### src/common/strap_cfg_pkg.sv
`default_nettype none

package strap_cfg_pkg;

    // Resolved state of one four-level pin
    typedef enum logic [1:0] {LVL_GND, LVL_WEAK, LVL_FLOAT, LVL_SUPPLY} pin_level_t;

    // Configuration source selected by the mode pin
    typedef enum logic [1:0] {MODE_PIN, MODE_BUS_MASTER, MODE_BUS_SLAVE} bus_mode_t;

    // Per-channel configuration codes
    typedef struct packed {
        logic [7:0] eq;
        logic [2:0] deemphasis_code;
        logic [2:0] swing;
    } chan_cfg_t;

    // Comparator outputs per pin (thresholds 0.2, 0.5, 0.8 of supply)
    localparam int THERM_W = 3;
    localparam int PIN_COUNT = 8;

    // Timing
    localparam int unsigned CLK_HZ = 50_000_000;
    localparam int unsigned SETTLE_US = 100;
    localparam int unsigned SETTLE_CYCLES = SETTLE_US * (CLK_HZ / 1_000_000);
    localparam int unsigned POR_LIMIT_MS = 500;
    localparam int unsigned POR_LIMIT_CYCLES = POR_LIMIT_MS * (CLK_HZ / 1000);
    // Cycles after reset release before two resolved samples reflect the pins
    localparam int unsigned PIPE_CYCLES = 4;

    // Equalizer codes, index = upper level * 4 + lower level
    localparam logic [15:0][7:0] EQ_CODES = {
        8'hff, 8'hbf, 8'h7f, 8'haa, 8'h3f, 8'h2f, 8'h1f, 8'h55,
        8'h0f, 8'h0b, 8'h15, 8'h07, 8'h03, 8'h02, 8'h01, 8'h00
    };

    // De-emphasis codes
    localparam logic [2:0] DEM_CODE_GND = 3'h0;
    localparam logic [2:0] DEM_CODE_FLOAT = 3'h2;
    localparam logic [2:0] DEM_CODE_WEAK = 3'h3;
    localparam logic [2:0] DEM_CODE_SUPPLY = 3'h5;

    // Output swing codes
    localparam logic [2:0] SWING_CODE_GND = 3'h0;
    localparam logic [2:0] SWING_CODE_FLOAT = 3'h3;
    localparam logic [2:0] SWING_CODE_WEAK = 3'h5;
    localparam logic [2:0] SWING_CODE_SUPPLY_LO = 3'h4;
    localparam logic [2:0] SWING_CODE_SUPPLY_HI = 3'h6;
    localparam logic [2:0] SWING_A_PIN_MODE = 3'h0;

    // Register port
    localparam int ADDR_W = 8;
    localparam int DATA_W = 8;
    localparam logic [7:0] REG_SWING_A = 8'h23;
    localparam logic [7:0] REG_STATUS = 8'h40;
    localparam logic [7:0] REG_EQ_A = 8'h41;
    localparam logic [7:0] REG_EQ_B = 8'h42;
    localparam logic [7:0] REG_DEM = 8'h43;
    localparam logic [7:0] REG_SWING = 8'h44;
    localparam int SWING_A_LSB = 2;
    localparam logic [2:0] SWING_A_RESET = 3'h0;
    localparam logic [7:0] RD_ZERO = 8'h00;

endpackage : strap_cfg_pkg

`default_nettype wire

### src/rtl/level_resolver.sv
`default_nettype none

// Synchronises comparator outputs and resolves each pin to a level
module level_resolver #(
    parameter int N = 8
) (
    input wire logic sys_clk_i,
    input wire logic rst_i,
    input wire logic [N-1:0][strap_cfg_pkg::THERM_W-1:0] therm_i,
    output logic [N-1:0][1:0] level_o
);

    logic [N-1:0][strap_cfg_pkg::THERM_W-1:0] sync_a;
    logic [N-1:0][strap_cfg_pkg::THERM_W-1:0] sync_b;
    logic [N-1:0][1:0] next_level;

    generate
        if (N < 1)
        begin : g_bad_n
            $error("level_resolver needs at least one pin");
        end
    endgenerate

    // Highest tripped threshold wins, so a broken thermometer still resolves
    function automatic logic [1:0] therm_to_level(input logic [2:0] t);
        if (t[2])
            return 2'(strap_cfg_pkg::LVL_SUPPLY);
        else if (t[1])
            return 2'(strap_cfg_pkg::LVL_FLOAT);
        else if (t[0])
            return 2'(strap_cfg_pkg::LVL_WEAK);
        else
            return 2'(strap_cfg_pkg::LVL_GND);
    endfunction : therm_to_level

    // Decode from the second sync stage only
    always_comb
    begin
        for (int i = 0; i < N; i++)
        begin
            next_level[i] = therm_to_level(sync_b[i]);
        end
    end

    // Two-stage synchroniser and level register
    always_ff @(posedge sys_clk_i)
    begin
        if (rst_i)
        begin
            sync_a <= '0;
            sync_b <= '0;
            level_o <= '0;
        end
        else
        begin
            sync_a <= therm_i;
            sync_b <= sync_a;
            level_o <= next_level;
        end
    end

endmodule : level_resolver

`default_nettype wire

### src/rtl/code_mapper.sv
`default_nettype none

// Maps resolved pin levels of one channel to configuration codes
module code_mapper (
    input wire logic [1:0] eq_upper_i,
    input wire logic [1:0] eq_lower_i,
    input wire logic [1:0] dem_i,
    input wire logic [1:0] swing_i,
    output strap_cfg_pkg::chan_cfg_t cfg_o
);

    // Equalizer lookup, upper pin major
    always_comb
    begin
        cfg_o.eq = strap_cfg_pkg::EQ_CODES[{eq_upper_i, eq_lower_i}];
    end

    // De-emphasis lookup
    always_comb
    begin
        case (dem_i)
            2'(strap_cfg_pkg::LVL_GND): cfg_o.deemphasis_code = strap_cfg_pkg::DEM_CODE_GND;
            2'(strap_cfg_pkg::LVL_FLOAT): cfg_o.deemphasis_code = strap_cfg_pkg::DEM_CODE_FLOAT;
            2'(strap_cfg_pkg::LVL_WEAK): cfg_o.deemphasis_code = strap_cfg_pkg::DEM_CODE_WEAK;
            default: cfg_o.deemphasis_code = strap_cfg_pkg::DEM_CODE_SUPPLY;
        endcase
    end

    // Swing lookup; supply level depends on de-emphasis strength
    always_comb
    begin
        case (swing_i)
            2'(strap_cfg_pkg::LVL_GND): cfg_o.swing = strap_cfg_pkg::SWING_CODE_GND;
            2'(strap_cfg_pkg::LVL_FLOAT): cfg_o.swing = strap_cfg_pkg::SWING_CODE_FLOAT;
            2'(strap_cfg_pkg::LVL_WEAK): cfg_o.swing = strap_cfg_pkg::SWING_CODE_WEAK;
            default:
            begin
                if (dem_i == 2'(strap_cfg_pkg::LVL_GND) || dem_i == 2'(strap_cfg_pkg::LVL_FLOAT))
                    cfg_o.swing = strap_cfg_pkg::SWING_CODE_SUPPLY_LO;
                else
                    cfg_o.swing = strap_cfg_pkg::SWING_CODE_SUPPLY_HI;
            end
        endcase
    end

endmodule : code_mapper

`default_nettype wire

### src/rtl/strap_config_loader.sv
`default_nettype none

// Resolves strap pins after reset, applies configuration, serves a register port
module strap_config_loader #(
    parameter int unsigned SETTLE_CYCLES = strap_cfg_pkg::SETTLE_CYCLES,
    parameter int unsigned POR_LIMIT_CYCLES = strap_cfg_pkg::POR_LIMIT_CYCLES
) (
    input wire logic sys_clk_i,
    input wire logic rst_i,
    // Comparator outputs of each four-level pin, index 0 = channel A
    input wire logic [1:0][strap_cfg_pkg::THERM_W-1:0] equalizer_select_upper_i,
    input wire logic [1:0][strap_cfg_pkg::THERM_W-1:0] equalizer_select_lower_i,
    input wire logic [1:0][strap_cfg_pkg::THERM_W-1:0] deemphasis_select_i,
    input wire logic [strap_cfg_pkg::THERM_W-1:0] output_swing_select_i,
    input wire logic [strap_cfg_pkg::THERM_W-1:0] mgmt_bus_mode_pin_i,
    // Register port
    input wire logic [strap_cfg_pkg::ADDR_W-1:0] addr_i,
    input wire logic [strap_cfg_pkg::DATA_W-1:0] wr_data_i,
    input wire logic wr_i,
    input wire logic rd_i,
    output logic [strap_cfg_pkg::DATA_W-1:0] rd_data_o,
    // Applied configuration
    output strap_cfg_pkg::chan_cfg_t cfg_a_o,
    output strap_cfg_pkg::chan_cfg_t cfg_b_o,
    output strap_cfg_pkg::bus_mode_t mode_o,
    output logic ready_o
);

    typedef enum logic [1:0] {ST_SETTLE, ST_LOAD, ST_RUN} load_state_t;

    // Refuse counts the counters cannot serve or that break the deadline
    generate
        if (SETTLE_CYCLES < 1 || SETTLE_CYCLES >= POR_LIMIT_CYCLES)
        begin : g_bad_settle
            $error("settle count must be at least one and below the deadline");
        end
    endgenerate

    // A quiet board must be able to settle before the deadline forces a load
    generate
        if (SETTLE_CYCLES + strap_cfg_pkg::PIPE_CYCLES >= POR_LIMIT_CYCLES)
        begin : g_bad_deadline
            $error("settle plus pipeline fill must end before the deadline");
        end
    endgenerate

    localparam logic [31:0] SETTLE_LAST = 32'(SETTLE_CYCLES - 1);
    localparam logic [31:0] POR_LAST = 32'(POR_LIMIT_CYCLES - 2);
    localparam logic [31:0] PIPE_LAST = 32'(strap_cfg_pkg::PIPE_CYCLES);

    logic [strap_cfg_pkg::PIN_COUNT-1:0][strap_cfg_pkg::THERM_W-1:0] pin_therm;
    logic [strap_cfg_pkg::PIN_COUNT-1:0][1:0] level;
    logic [strap_cfg_pkg::PIN_COUNT-1:0][1:0] prev_level;
    logic [strap_cfg_pkg::PIN_COUNT-1:0][1:0] next_prev_level;
    strap_cfg_pkg::chan_cfg_t map_a;
    strap_cfg_pkg::chan_cfg_t map_b;

    load_state_t state;
    load_state_t next_state;
    logic [31:0] settle_cnt;
    logic [31:0] next_settle_cnt;
    logic [31:0] por_cnt;
    logic [31:0] next_por_cnt;
    logic pins_moved;
    logic pipe_full;

    strap_cfg_pkg::chan_cfg_t held_a;
    strap_cfg_pkg::chan_cfg_t held_b;
    strap_cfg_pkg::bus_mode_t held_mode;
    strap_cfg_pkg::chan_cfg_t next_held_a;
    strap_cfg_pkg::chan_cfg_t next_held_b;
    strap_cfg_pkg::bus_mode_t next_held_mode;
    strap_cfg_pkg::bus_mode_t pin_mode;

    logic [2:0] swing_a_reg;
    logic [2:0] next_swing_a_reg;
    logic [strap_cfg_pkg::DATA_W-1:0] next_rd_data;
    strap_cfg_pkg::chan_cfg_t next_cfg_a;
    strap_cfg_pkg::chan_cfg_t next_cfg_b;
    strap_cfg_pkg::bus_mode_t next_mode;
    logic next_ready;

    // Pin order: upper A/B, lower A/B, de-emphasis A/B, swing, mode
    assign pin_therm = {mgmt_bus_mode_pin_i, output_swing_select_i,
                        deemphasis_select_i, equalizer_select_lower_i,
                        equalizer_select_upper_i};

    // Synchronise and resolve all strap pins
    level_resolver #(
        .N(strap_cfg_pkg::PIN_COUNT)
    ) u_resolver (
        .sys_clk_i(sys_clk_i),
        .rst_i(rst_i),
        .therm_i(pin_therm),
        .level_o(level)
    );

    // Channel A codes from live levels
    code_mapper u_map_a (
        .eq_upper_i(level[0]),
        .eq_lower_i(level[2]),
        .dem_i(level[4]),
        .swing_i(level[6]),
        .cfg_o(map_a)
    );

    // Channel B codes; swing pin is shared
    code_mapper u_map_b (
        .eq_upper_i(level[1]),
        .eq_lower_i(level[3]),
        .dem_i(level[5]),
        .swing_i(level[6]),
        .cfg_o(map_b)
    );

    // Mode pin decode
    always_comb
    begin
        if (level[7] == 2'(strap_cfg_pkg::LVL_SUPPLY))
            pin_mode = strap_cfg_pkg::MODE_BUS_SLAVE;
        else if (level[7] == 2'(strap_cfg_pkg::LVL_FLOAT))
            pin_mode = strap_cfg_pkg::MODE_BUS_MASTER;
        else
            pin_mode = strap_cfg_pkg::MODE_PIN;
    end

    // Change detect; sync stages still hold reset zeros right after release
    always_comb
    begin
        pins_moved = (level != prev_level);
        pipe_full = (por_cnt >= PIPE_LAST);
    end

    // Load sequencer: wait for quiet pins, but never past the deadline
    always_comb
    begin
        next_state = state;
        next_settle_cnt = settle_cnt;
        next_por_cnt = por_cnt;
        next_prev_level = level;
        next_held_a = held_a;
        next_held_b = held_b;
        next_held_mode = held_mode;
        case (state)
            ST_SETTLE:
            begin
                next_por_cnt = por_cnt + 32'h1;
                // Stale zeros in the pipeline must not count as quiet pins
                if (pins_moved || !pipe_full)
                    next_settle_cnt = '0;
                else
                    next_settle_cnt = settle_cnt + 32'h1;
                if (!pins_moved && pipe_full && settle_cnt >= SETTLE_LAST)
                    next_state = ST_LOAD;
                if (por_cnt >= POR_LAST)
                    next_state = ST_LOAD;
            end
            ST_LOAD:
            begin
                next_held_a = map_a;
                next_held_b = map_b;
                next_held_mode = pin_mode;
                next_state = ST_RUN;
            end
            ST_RUN:
            begin
                next_state = ST_RUN;
            end
            default:
            begin
                next_state = ST_SETTLE;
            end
        endcase
    end

    // Sequencer registers
    always_ff @(posedge sys_clk_i)
    begin
        if (rst_i)
        begin
            state <= ST_SETTLE;
            settle_cnt <= '0;
            por_cnt <= '0;
            prev_level <= '0;
            held_a <= '0;
            held_b <= '0;
            held_mode <= strap_cfg_pkg::MODE_PIN;
        end
        else
        begin
            state <= next_state;
            settle_cnt <= next_settle_cnt;
            por_cnt <= next_por_cnt;
            prev_level <= next_prev_level;
            held_a <= next_held_a;
            held_b <= next_held_b;
            held_mode <= next_held_mode;
        end
    end

    // Register writes and read mux
    always_comb
    begin
        next_swing_a_reg = swing_a_reg;
        next_rd_data = strap_cfg_pkg::RD_ZERO;
        if (wr_i && addr_i == strap_cfg_pkg::REG_SWING_A)
            next_swing_a_reg = wr_data_i[strap_cfg_pkg::SWING_A_LSB +: 3];
        if (rd_i)
        begin
            if (addr_i == strap_cfg_pkg::REG_SWING_A)
                next_rd_data = {3'h0, swing_a_reg, 2'h0};
            else if (addr_i == strap_cfg_pkg::REG_STATUS)
                next_rd_data = {5'h00, ready_o, mode_o};
            else if (addr_i == strap_cfg_pkg::REG_EQ_A)
                next_rd_data = cfg_a_o.eq;
            else if (addr_i == strap_cfg_pkg::REG_EQ_B)
                next_rd_data = cfg_b_o.eq;
            else if (addr_i == strap_cfg_pkg::REG_DEM)
                next_rd_data = {1'b0, cfg_b_o.deemphasis_code, 1'b0, cfg_a_o.deemphasis_code};
            else if (addr_i == strap_cfg_pkg::REG_SWING)
                next_rd_data = {1'b0, cfg_b_o.swing, 1'b0, cfg_a_o.swing};
            else
                next_rd_data = strap_cfg_pkg::RD_ZERO;
        end
    end

    // Applied outputs; channel A swing depends on the mode
    always_comb
    begin
        next_cfg_a = cfg_a_o;
        next_cfg_b = cfg_b_o;
        next_mode = mode_o;
        next_ready = ready_o;
        if (state == ST_RUN)
        begin
            next_cfg_a = held_a;
            next_cfg_b = held_b;
            next_mode = held_mode;
            next_ready = 1'b1;
            if (held_mode == strap_cfg_pkg::MODE_PIN)
                next_cfg_a.swing = strap_cfg_pkg::SWING_A_PIN_MODE;
            else
                next_cfg_a.swing = swing_a_reg;
        end
    end

    // Register file and output flops
    always_ff @(posedge sys_clk_i)
    begin
        if (rst_i)
        begin
            swing_a_reg <= strap_cfg_pkg::SWING_A_RESET;
            rd_data_o <= strap_cfg_pkg::RD_ZERO;
            cfg_a_o <= '0;
            cfg_b_o <= '0;
            mode_o <= strap_cfg_pkg::MODE_PIN;
            ready_o <= 1'b0;
        end
        else
        begin
            swing_a_reg <= next_swing_a_reg;
            rd_data_o <= next_rd_data;
            cfg_a_o <= next_cfg_a;
            cfg_b_o <= next_cfg_b;
            mode_o <= next_mode;
            ready_o <= next_ready;
        end
    end

endmodule : strap_config_loader

`default_nettype wire

### config.mk
export PLATFORM = sky130hd
export DESIGN_NAME = strap_config_loader
export DESIGN_NICKNAME = d
export VERILOG_FILES = /design/src/common/strap_cfg_pkg.sv /design/src/rtl/level_resolver.sv /design/src/rtl/code_mapper.sv /design/src/rtl/strap_config_loader.sv
export SDC_FILE = /design/constraint.sdc
export NUM_CORES = 1
export LEC_CHECK = 0
export BUFFER_PORTS_ARGS = -buffer_cell sky130_fd_sc_hd__buf_2
export CAP_MARGIN = 10
export CORE_MARGIN = 5
export CORE_UTILIZATION = 40
export DETAILED_ROUTE_END_ITERATION = 16
export GPL_TIMING_DRIVEN = 0
export HOLD_SLACK_MARGIN = 0.03
export PLACE_DENSITY = 0.62
export SETUP_SLACK_MARGIN = 0.4
export SLEW_MARGIN = 20
export SYNTH_ARGS = -nofsm -noshare
export SYNTH_HDL_FRONTEND = slang
export SYNTH_SLANG_ARGS = --single-unit
### constraint.sdc
create_clock -name sys_clk_i -period 2.6 [get_ports sys_clk_i]
set_input_delay 0.52 -clock sys_clk_i [delete_from_list [all_inputs] [get_ports sys_clk_i]]
set_output_delay 0.52 -clock sys_clk_i [all_outputs]
set_load 0.02 [all_outputs]
# --- Word-level counts from Yosys, hierarchy flattened ---
# Memories as Yosys holds them, arrays and structs flattened. A register that Yosys moved wholly into a read port is not among the register bits.
# Index checks and enable logic that the tools add are counted.
totals:
  elab_cells: 134
  romBits: 256
  n_memories: 2
  register_bits: 199
  out_inout_bits: 39
mem_list:
  columns: ["memory", "words", "word_bits", "rd", "rd_ports_with_merged_regs", "write_ports", "line_no", "text"]
  rows:
  - ["(no name shown)", 16, 8, 1, 1, 0, "code_mapper.sv:15", "cfg_o.eq = strap_cfg_pkg::EQ_CODES[{eq_upper_i, eq_lower_i}];"]
  - ["(no name shown)", 16, 8, 1, 1, 0, "code_mapper.sv:15", null]
classes:
  reduce_logical: 16
  n_eq_ne: 18
  order_cmp: 3
  n_mux: 41
  bitwise_logic: 1
  addsub: 2
ops:
  columns: ["op", "n"]
  rows:
  - ["adder 32 x 1 -> 32 bit, second input constant", 2]
  - ["== test 8 x 7 -> 1 bit, second input constant", 5]
  - ["2-to-1 mux 2 bit", 20]
  - ["greater-or-equal comparator 32 x 13 -> 1 bit, second input constant", 1]
  - ["greater-or-equal comparator 32 x 25 -> 1 bit, second input constant", 1]
  - ["greater-or-equal comparator 32 x 3 -> 1 bit, second input constant", 1]
  - ["2-to-1 mux 32 bit", 1]
  - ["case mux 3 bit (3 select lines)", 3]
  - ["2-to-1 mux 8 bit", 2]
  - ["inequality test 16 bit", 1]
  - ["2-to-1 mux 7 bit", 2]
  - ["== test 2 bit, second input constant", 6]
  - ["zero test 2 bit", 5]
  - ["2-to-1 mux 5 bit", 2]
  - ["2-to-1 mux 1 bit", 9]
  - ["== test 2 x 1 -> 1 bit, second input constant", 4]
  - ["== test 8 x 6 -> 1 bit, second input constant", 1]
  - ["case mux 2 bit (2 select lines)", 1]
  - ["OR reduction 2 bit", 2]
  - ["OR reduction 4 bit", 1]
  - ["logical AND 1 bit", 3]
  - ["2-to-1 mux 3 bit", 1]
  - ["inequality test 3 bit, second input constant", 1]
  - ["OR reduction 3 bit", 1]
  - ["other kinds (3)", 5]

# --- Longest topological paths before layout ---
# Gate-level depths: netlist of run 1.
depth:
  ltp_word: 7
  depth_mapped: 10
  ltp_nobuf: 8

# --- Hierarchy ---
# From an unflattened synthesis of run 1, not the netlist that was laid out.
hier_totals:
  cells_unflattened: 938
  hier_area_um2: 8973.6
by_module_without_submodules:
  columns: ["module", "seq_area_each_um2", "area_each_um2", "n_inst", "cells_per_inst"]
  rows:
  - ["strap_config_loader", 3022.9, 6417.4, 1, 699]
  - ["level_resolver", 1281.2, 1980.6, 1, 159]
  - ["code_mapper (u_map_a)", 0.0, 300.3, 1, 40]
  - ["code_mapper (u_map_b)", 0.0, 275.3, 1, 40]

# --- Worst setup path before layout of run 1 ---
# Ideal clock, no wire load.
synth_path:
  kind: "reg-to-reg"
  startpoint: "register state[0]"
  endpoint: "register por_cnt[25]"
  slack_ns: 0.600
  setup_time_ns: 0.059
  stages_incl_launch_ff: 10
  t_arrival_ns: 1.941
  cell_sequence: "dfxtp_1 > inv_1 > ha_1 > buf_4 > nand4_2 > or3b_4 > nor3_4 > nand2_2 > or4_1 > nand2_1"
synth_between:
  elab_chain_cells: 1
synth_rtl:
  columns: ["element", "line_no", "text"]
  rows:
  - ["start: declaration", "strap_config_loader.sv:58", "load_state_t state;"]
  - ["start signal: assignment", "strap_config_loader.sv:191", "state <= next_state;"]
  - ["zero test 2 bit", "strap_config_loader.sv:144", "case (state)"]
  - ["end signal: assignment", "strap_config_loader.sv:193", "por_cnt <= next_por_cnt;"]
  - ["end: declaration", "strap_config_loader.sv:62", "logic [31:0] por_cnt;"]
# No other way between the ends.
# A chain may end at the register's enable or synchronous reset.

# --- Worst setup path after layout of run 1 ---
layout_path:
  startpoint: "register state[1]"
  endpoint: "register por_cnt[25]"
# The elaborated chain is that of the path after synthesis.

==> results of run 1 <==
-- layout by cell type (no fill, tap or decap), types with 9 or more instances in the layout --
master     count
dfxtp_1      213
nor2_1       176
buf_2         83
nor2b_1       62
a21oi_1       48
xor2_1        43
nand2_1       43
mux2i_1       41
clkbuf_1      37
nand3_1       32
inv_1         29
xnor2_1       27
clkbuf_16     25
nand2b_1      19
and3_1        18
nor4_1        17
nor3_1        16
ha_1          15
nand4_1       14
buf_4         13
o21ai_0       11
a211oi_1       9
-- cells by family after synthesis --
kind of cell / Yosys count / share of synthesized area
mux: 43 / 0.05006
compound gates: 95 / 0.06756
xor+xnor: 70 / 0.07089
buf+inv: 80 / 0.03704
flops: 215 / 0.4977
simple gates: 435 / 0.2536
fa+ha+maj: 16 / 0.02315
-- report_power, final --
part | switching [W] | internal (W) | leakage [nW] | total (W)
clock | 0.00131 | 0.00237 | 0.435 | 0.00368
combinational | 0.000255 | 0.000185 | 1.94 | 0.000440
sequential | 0.0000791 | 0.00340 | 1.75 | 0.00348
total | 0.00165 | 0.00595 | 4.12 | 0.00760
-- worst min-delay path by stage --
stage / end / slack [ps] / depth (start not counted)
6_report: u_resolver.sync_a[4] / 220 / 2
5_1_grt: u_resolver.sync_a[19] / 220 / 2
4_1_cts: u_resolver.sync_a[22] / 200 / 2
3_5_place_dp: u_resolver.sync_b[19] / 420 / 1
3_3_place_gp: u_resolver.sync_b[11] / 420 / 1
2_1_floorplan: u_resolver.sync_b[0] / 410 / 1
-- per-stage QoR --
step	utilization	cells	cell area (um^2)	total power (W)	hold slack, ps
after detailed placement	0.4431	1305	9373	0.003964	420.4
after CTS	0.4867	1351	10290	0.007669	204.4
final	0.4937	1362	10440	0.007599	224.6
after global routing	0.4937	1362	10440	0.007925	216.3
after floorplan	-	954	8648	0.003822	413.8
after global placement	0.4431	1305	9373	0.003956	422.0
-- timing repair --
action,4_1_cts,5_1_grt
cloned,0,1
gates resized for setup,3,21
pin swaps,2,4
buffers inserted,2,10
setup endpoints to repair,10,30
-- metal layers --
| metal | track usage | routed length, um |
|---|---|---|
| met3 | 0.02255 | 915 |
| met4 | 0.04097 | 409 |
| met2 | 0.2430 | 8227 |
| met5 | 0 | 0 |
| met1 | 0.2161 | 9058 |
-- cell type report --
class                      count  area, um^2  share of cell area
buffer                        49       212.7             0.02037
clock buffer                  32       691.9             0.06625
clock inverter                12       191.4             0.01833
inverter                      31       118.9             0.01138
multi-input combinational    659        4103              0.3928
sequential                   215        4307              0.4124
tap                          275       344.1             0.03295
timing repair buffer          89       475.5             0.04553
-- worst register-to-register path: stages (launching register included) --
cell	delay, ps
dfxtp_2	330
inv_2	90
ha_4	140
buf_6	110
nand4_4	90
or3b_4	470
nor3_4	230
nand2_2	120
or4_1	400
nand2_1	80
==> metrics, run 1 <==
status=complete, no violations; Vias/cell=roughly 4.8; htree depth=1; dominant synthesized flop cell=dfxtp_1; top cell type's share of synthesized area=0.4977; worst endpoint required time=a little over 3000 ps; DRC viols=0; syn nets=1014; Fin Setup TNS=0 ps; achievable clock frequency=~470 MHz; Initial Util=0.4088; cell accounting for the most synthesized area=dfxtp_1; first drt pass iteration count=4; hold_sp=equalizer_select_upper_i[4]; RSZ-0062 raised after global routing=false; Die Wd=157.0 um; r2r setup slk=between 400 and 500 ps; Worst-Margin Slew=759.1 ps; slack of the critical path=~490 ps; synth unique cells=54; reg2reg end=por_cnt[25]; Final Hold Fails=0; total track usage=0.1521; Worst-path clk slew=roughly 60 ps; #FFs+latches synth=between 200 and 250; clock skew=approximately 10 ps; HPWL after detailed placement=around 13000 um; pre-CTS setup slack=between 200 and 250 ps; Vias=around 6600; fill count=2039; CTS Buf Count=24; # IOs=83; WS Path Type=flip-flop to flip-flop; Yosys warnings=0; crit path launch=state[1]; first-pass GRT wire length=31440 um; CP Depth=9; chip height=157.0 um; Max-Cap Viols=0; Slew Viols, Final=0; Setup violations, final=0; ys async rst share=0; Bufs and invs on worst path=2; crit-path max cell delay=between 400 and 500 ps; crit-path max FO=5; core area=roughly 21000 um^2; die area=between 20000 and 25000 um^2; CP Launch Type=flip-flop; Root Driver=clkbuf_16; CTS Sinks=about 220; VDD IR max=around 0.38 mV; drt total wl=~19000 um; CP top delay family=simple AND/OR/NAND/NOR gates; wire per inst=around 14 um; nets@finish=1129; most common cell in the netlist=dfxtp_1; Leak=4.122 nW; Antenna diodes=0; number of synthesized flops with an enable pin=0; initial antenna violation count=0; maximum clock path buffer count=3; TritonCTS clock tree=built; post-synthesis sequential area ratio=0.4977; RR Startpoint=state[1]; crit path capture type=flip-flop; Worst Hold Class=input port to flip-flop; Critical Path End=por_cnt[25]; Syn Std Cell Area=about 8600 um^2; num rows=between 50 and 60; r2r worst-path depth=9; main area contributors after synthesis=dfxtp_1 (50%), nor2_1 (7.6%), mux2i_1 (4.7%), nor2b_1 (4.5%), xor2_1 (4.4%); GP Congestion=around 0.80; Buffers on Ports=76; area grow syn2layout=20.76%; Post-DRT Antenna Nets=0; crit-path cells=inv_2, ha_4, buf_6, nand4_4, or3b_4, nor3_4, nand2_2, or4_1, nand2_1; vias in the first global route=roughly 6300; slowest CP cell=or3b_4; gate count after technology mapping=between 900 and 1000; final worst path period need=around 2100 ps; DRT iter0 DRCs=around 390; Regs by FF count=por_cnt x32, settle_cnt x32; hold_buf cts=0; top cells by count, synth=dfxtp_1 (215), nor2_1 (176), nor2b_1 (62); syn_area_per_cell=9.065 um^2; Power Density=between 700 and 800 nW/um^2; largest net degree at the start of global routing=15; share of layout cells above drive strength 1=0.1509; CP Data Arrival Time=approximately 2600 ps; clk_lat worst skew=about 500 ps; grt ovf=0; Max transition margin=0.4939; final period utilization=0.8112
Power figures use the tool's default switching activity.
==> run 2, diff against run 1 <==
clock period = 2.2 ns   (was 2.6 ns; I/O delays follow)
==> metrics, run 2 (synthesis results as in run 1) <==
die area=24660 um^2 (unchanged); largest net degree at the start of global routing=14 (-1); # IOs=83 (unchanged); drt total wl=20200 um (+8.6%); Max-Cap Viols=0 (unchanged); achievable clock frequency=506.2 MHz (+6.8%); Final Hold Fails=0 (unchanged); CP Data Arrival Time=2440 ps (-110 ps); final period utilization=0.8980 (+0.08674); Initial Util=0.4088 (unchanged); TritonCTS clock tree=built; Buffers on Ports=76 (unchanged); final worst path period need=1975 ps (-133.7 ps); DRC viols=0 (unchanged); Slew Viols, Final=0 (unchanged); CTS Buf Count=23 (-4.2%); wire per inst=14.48 um (+6.0%); vias in the first global route=6346 (+0.51%); Regs by FF count=por_cnt x32, settle_cnt x32; fill count=1917 (-6.0%); CP Launch Type=flip-flop; crit path capture type=flip-flop; area grow syn2layout=30.99%; clk_lat worst skew=520 ps (+20 ps); most frequent cells in the layout=dfxtp_1 (189), nor2_1 (147), buf_2 (81), nor2b_1 (62), a21oi_1 (44); chip height=157.0 um (unchanged); status=complete, no violations; slack of the critical path=224.5 ps (-266.3 ps); HPWL after detailed placement=13470 um (+0.70%); Power Density=775.7 nW/um^2 (+6.6%); commonest non-fill, non-tap cell in the layout=dfxtp_1; Setup violations, final=0 (unchanged); Post-DRT Antenna Nets=0 (unchanged); nets@finish=1165 (+3.2%); RSZ-0062 raised after global routing=true; DRT iter0 DRCs=220 (-44%); CTS Sinks=215 (unchanged); Bufs and invs on worst path=2 (unchanged); maximum clock path buffer count=3 (unchanged); Worst Hold Class=input port to flip-flop; crit-path max FO=6 (+1); first-pass GRT wire length=31690 um (+0.81%); grt ovf=0 (unchanged); initial antenna violation count=0 (unchanged); first drt pass iteration count=5 (+1); htree depth=1 (unchanged); hold_ws=131.0 ps (-93.58 ps); Die Wd=157.0 um (unchanged); Worst-Margin Slew=637.8 ps (-121.3 ps); share of layout cells above drive strength 1=0.2688 (+0.1179); Worst-path clk slew=60 ps (about the same); Vias=6884 (+4.7%); GP Congestion=0.8120 (+1.6%); Antenna diodes=0 (unchanged); register area=4352 um^2 (+1.0%); core area=21150 um^2 (unchanged); WS Path Type=flip-flop to flip-flop; clock skew=9.941 ps (-0.4837 ps); VDD IR max=0.5182 mV (+35%); worst endpoint required time=2660 ps (-380 ps); crit-path cells=inv_4, ha_4, buf_8, nand4_4, or3b_4, nor3_4, nand2_2, or4_1, nand2_1; final core occ=0.5355 (+0.04182); CP top delay family=simple AND/OR/NAND/NOR gates; Max transition margin=0.5748 (+0.08086); Leak=4.477 nW (+8.6%); pre-CTS setup slack=-172.2 ps (-395.9 ps); footprint of the multi-input gates=4577 um^2 (+12%); slowest CP cell=or3b_4; num rows=53 (unchanged); crit-path max cell delay=450 ps (-20 ps); Vias/cell=4.935 (+2.2%); total track usage=0.1544 (+0.002368); Root Driver=clkbuf_16
run 2: cell count changes in the layout (fill, tap and decap cells not counted), sizes merged:
cell      change
clkbuf        -1
bufinv        -2
clkinvlp      -1
buf          +39
clkinv        -2
run 2: through the flow:
step,TNS (ps),instance area [um^2],total power (W),instances
global route,0,11330,0.009113,1395
global placement,-2389,9415,0.004688,1305
detailed placement,-2747,9415,0.004699,1305
CTS,0,10680,0.008832,1371
finish,0,11330,0.008788,1395
floorplan,0,8691,0.004530,954
run 2: repair_timing:
item | CTS | global route
pin swaps | 25 | 48
gates resized for setup | 66 | 125
gates cloned | 2 | 1
hold buffers | 0 | 0
setup endpoints to repair | 88 | 74
setup buffers | 24 | 23
run 2: final timing paths:
path	to	cells past startpoint	startpoint	slack [ps]
max	por_cnt[25]	9	state[0]	220
min reg2reg	u_resolver.sync_b[9]	1	u_resolver.sync_a[9]	430
max reg2reg	por_cnt[25]	9	state[0]	220
min	u_resolver.sync_a[11]	2	equalizer_select_lower_i[5]	130
run 2: metal layers:
layer | GRT usage | up-vias | share of wire
li1 | - | 3521 | -
met1 | 0.2146 | 3215 | 0.46
met2 | 0.2531 | 125 | 0.47
met3 | 0.02502 | 23 | 0.046
met4 | 0.03769 | 0 | 0.016
met5 | 0 | - | 0
run 2: cell type report:
class | instances | area share
sequential | 215 | 0.3841
multi-input combinational | 659 | 0.4040
buffer | 49 | 0.02430
timing repair buffer | 126 | 0.07621
clock buffer | 33 | 0.05942
clock inverter | 7 | 0.01104
tap | 275 | 0.03037
inverter | 31 | 0.01049
run 2: report_power, final:
part / internal, W / switching [W] / leakage, nW
registers: 0.00402 / 0.0000970 / 1.76
logic: 0.000285 / 0.000339 / 2.32
clock network: 0.00248 / 0.00156 / 0.395
run 2: worst register-to-register path, cell delays in order, from the launching register on:
cell     delay [ps]
dfxtp_2         330
inv_4            70
ha_4            130
buf_8           100
nand4_4          70
or3b_4          450
nor3_4          170
nand2_2         120
or4_1           410
nand2_1          70
==> run 3, diff against run 2 <==
ABC_AREA = 1   (was not set)
CTS_CLUSTER_DIAMETER = 50   (was not set)
PLACE_DENSITY = 0.61   (was 0.62)
==> metrics, run 3 <==
status=complete, no violations; met3 usage=0.02994 (+0.004921); final period utilization=0.8432 (-0.05477); crit-path cells=inv_2, ha_4, nand3_4, nor3_4, nand2_2, nor2_4, nand2_2, nor2_4, nand2_2, xor2_1, nor2_1; WS Path Type=flip-flop to flip-flop; Worst-Margin Slew=668.0 ps (+30.22 ps); gr busiest metal=met2; final worst path period need=1855 ps (-120.5 ps); syn_area_per_cell=7.277 um^2 (-20%); Regs by FF count=por_cnt x32, settle_cnt x32; Syn Std Cell Area=9220 um^2 (+6.6%); area grow syn2layout=22.61%; gate count after technology mapping=1267 (+33%); nets@finish=1449 (+24%); GP Congestion=0.8982 (+11%); top cells by count, synth=nor2_1 (234), dfxtp_1 (215), nand2_1 (199); syn nets=1327 (+31%); fill count=2244 (+17%); Max transition margin=0.5546 (-0.02015); Vias=8206 (+19%); cell accounting for the most synthesized area=dfxtp_1; grt ovf=0 (unchanged); met1 Use GR=0.2459 (+0.03132); DRC viols=0 (unchanged); DRT iter0 DRCs=400 (+82%); drt total wl=23180 um (+15%); CTS Buf Count=26 (+13%); main area contributors after synthesis=dfxtp_1 (47%), nor2_1 (9.5%), nand2_1 (8.1%), inv_1 (7.7%), a21oi_1 (4.4%); die area=26190 um^2 (+6.2%); hold_ws=115.0 ps (-16.03 ps); num rows=55 (+3.8%); Bufs and invs on worst path=1 (-1); Yosys warnings=0 (unchanged); chip height=161.8 um (+3.0%); worst endpoint required time=2610 ps (-50 ps); Vias/cell=4.847 (-1.8%); slowest CP cell=dfxtp_2; Initial Util=0.4072 (-0.001585); CP Launch Type=flip-flop; CP Data Arrival Time=2270 ps (-170 ps); initial antenna violation count=1 (+1); Die Wd=161.8 um (+3.0%); clk_lat worst skew=520 ps (about the same); CP Depth=11 (+2); Root Driver=clkbuf_16; Worst-path clk slew=60 ps (about the same); commonest non-fill, non-tap cell in the layout=nor2_1; crit-path max cell delay=340 ps (-110 ps); post-synthesis sequential area ratio=0.4668 (-0.03086); Setup violations, final=0 (unchanged); core area=22640 um^2 (+7.0%); maximum clock path buffer count=3 (unchanged); CP top delay family=simple AND/OR/NAND/NOR gates; fin area=11300 um^2 (-0.21%); VDD IR max=0.6415 mV (+24%); Post-DRT Antenna Nets=0 (unchanged); hold path depth=3 (+1); #FFs+latches synth=215 (unchanged); top cell type's share of synthesized area=0.4668 (-0.03086); most common cell in the netlist=nor2_1; Max-Cap Viols=0 (unchanged); TritonCTS clock tree=built; htree depth=1 (unchanged); largest net degree at the start of global routing=15 (+1); placed instance area=9962 um^2 (+5.8%); clock skew=9.912 ps (-0.02903 ps); dominant synthesized flop cell=dfxtp_1; HPWL after detailed placement=16920 um (+26%); achievable clock frequency=539.1 MHz (+6.5%); # IOs=83 (unchanged); Antenna diodes=0 (unchanged); first drt pass iteration count=5 (unchanged); Final Hold Fails=0 (unchanged); Leak=4.806 nW (+7.3%); vias in the first global route=7840 (+24%); crit path capture type=flip-flop; Slew Viols, Final=0 (unchanged); wire per inst=13.69 um (-5.5%); Buffers on Ports=77 (+1.3%); CTS Sinks=215 (unchanged); synth unique cells=42 (-22%); GR Util met2=0.2757 (+0.02262); CP dominant cell by count=nand2_2; Worst Hold Class=input port to flip-flop; first-pass GRT wire length=38290 um (+21%); crit-path max FO=6 (unchanged); most frequent cells in the layout=nor2_1 (223), dfxtp_1 (210), nand2_1 (186), inv_1 (184); number of synthesized flops with an enable pin=0 (unchanged); Power Density=953.3 nW/um^2 (+23%); total track usage=0.1741 (+0.01963); ys async rst share=0 (unchanged); RSZ-0062 raised after global routing=true; share of layout cells above drive strength 1=0.1740 (-0.09474); r2r worst-path depth=11 (+2)
run 3: cell count changes in the layout (fill, tap and decap cells not counted), sizes merged, moves of 18 or more:
cell,delta
a21oi,+33
nand3,+20
nor3,+30
mux2i,-41
nor2,+74
inv,+162
nor2b,-62
xor2,-21
and3,-18
nand2b,-19
o21ai,+65
buf,-37
nand2,+157
run 3: cell type report:
class                           count  area, um^2  share of cell area
Tap cell                          285       356.6             0.03154
Timing Repair Buffer               94       514.2             0.04549
Clock buffer                       32       744.5             0.06585
Buffer                             38       200.2             0.01771
Multi-Input combinational cell    821        4314              0.3816
Inverter                          193       730.7             0.06464
Clock inverter                     15       133.9             0.01184
Sequential cell                   215        4310              0.3813
run 3: worst paths after layout:
kind / start / to / slack, ps
max: state[1] / settle_cnt[22] / 340
min reg2reg: u_resolver.sync_a[0] / u_resolver.sync_b[0] / 390
max reg2reg: state[1] / settle_cnt[22] / 340
min: deemphasis_select_i[3] / u_resolver.sync_a[15] / 120
run 3: tightest hold or removal path, delay by kind of cell:
family / cells / cell delay (ps)
buffers and inverters: 2 / 100
AND/OR/NAND/NOR: 1 / 60
run 3: per-layer routing:
metal / share of wire / vias to the layer above
met2: 0.44 / 210
li1: - / 4249
met3: 0.050 / 50
met4: 0.028 / 2
met5: 0.00035 / -
met1: 0.49 / 3695
run 3: what timing repair did:
item                       in CTS  in global routing
buffers inserted                3                 13
cloned                          0                  1
resized for setup              31                 66
setup endpoints to repair      60                 62
pin swaps                       9                 26
hold buffers                    0                  0
run 3: cell families after synthesis:
group	share of synthesized area
compound gates	0.1046
buf+inv	0.09838
simple gates	0.2724
xor+xnor	0.03610
flops	0.4668
fa+ha+maj	0.02171
run 3: per-stage QoR:
stage	TNS (ps)	util	cells	setup slack (ps)	power [W]
floorplan	0	-	1267	522.4	0.005769
global placement	-1894	0.4400	1629	-173.2	0.006444
detailed placement	-2379	0.4400	1629	-191.8	0.006462
finish	0	0.4993	1693	345.0	0.01078
global route	0	0.4993	1693	257.4	0.01134
CTS	0	0.4849	1679	334.2	0.01080
run 3: report_power, final:
| part | total [W] | internal (W) | switching [W] |
|---|---|---|---|
| Clock | 0.00424 | 0.00254 | 0.00170 |
| Sequential | 0.00465 | 0.00431 | 0.000344 |
| Combinational | 0.00189 | 0.000633 | 0.00125 |
| Total | 0.0108 | 0.00748 | 0.00330 |
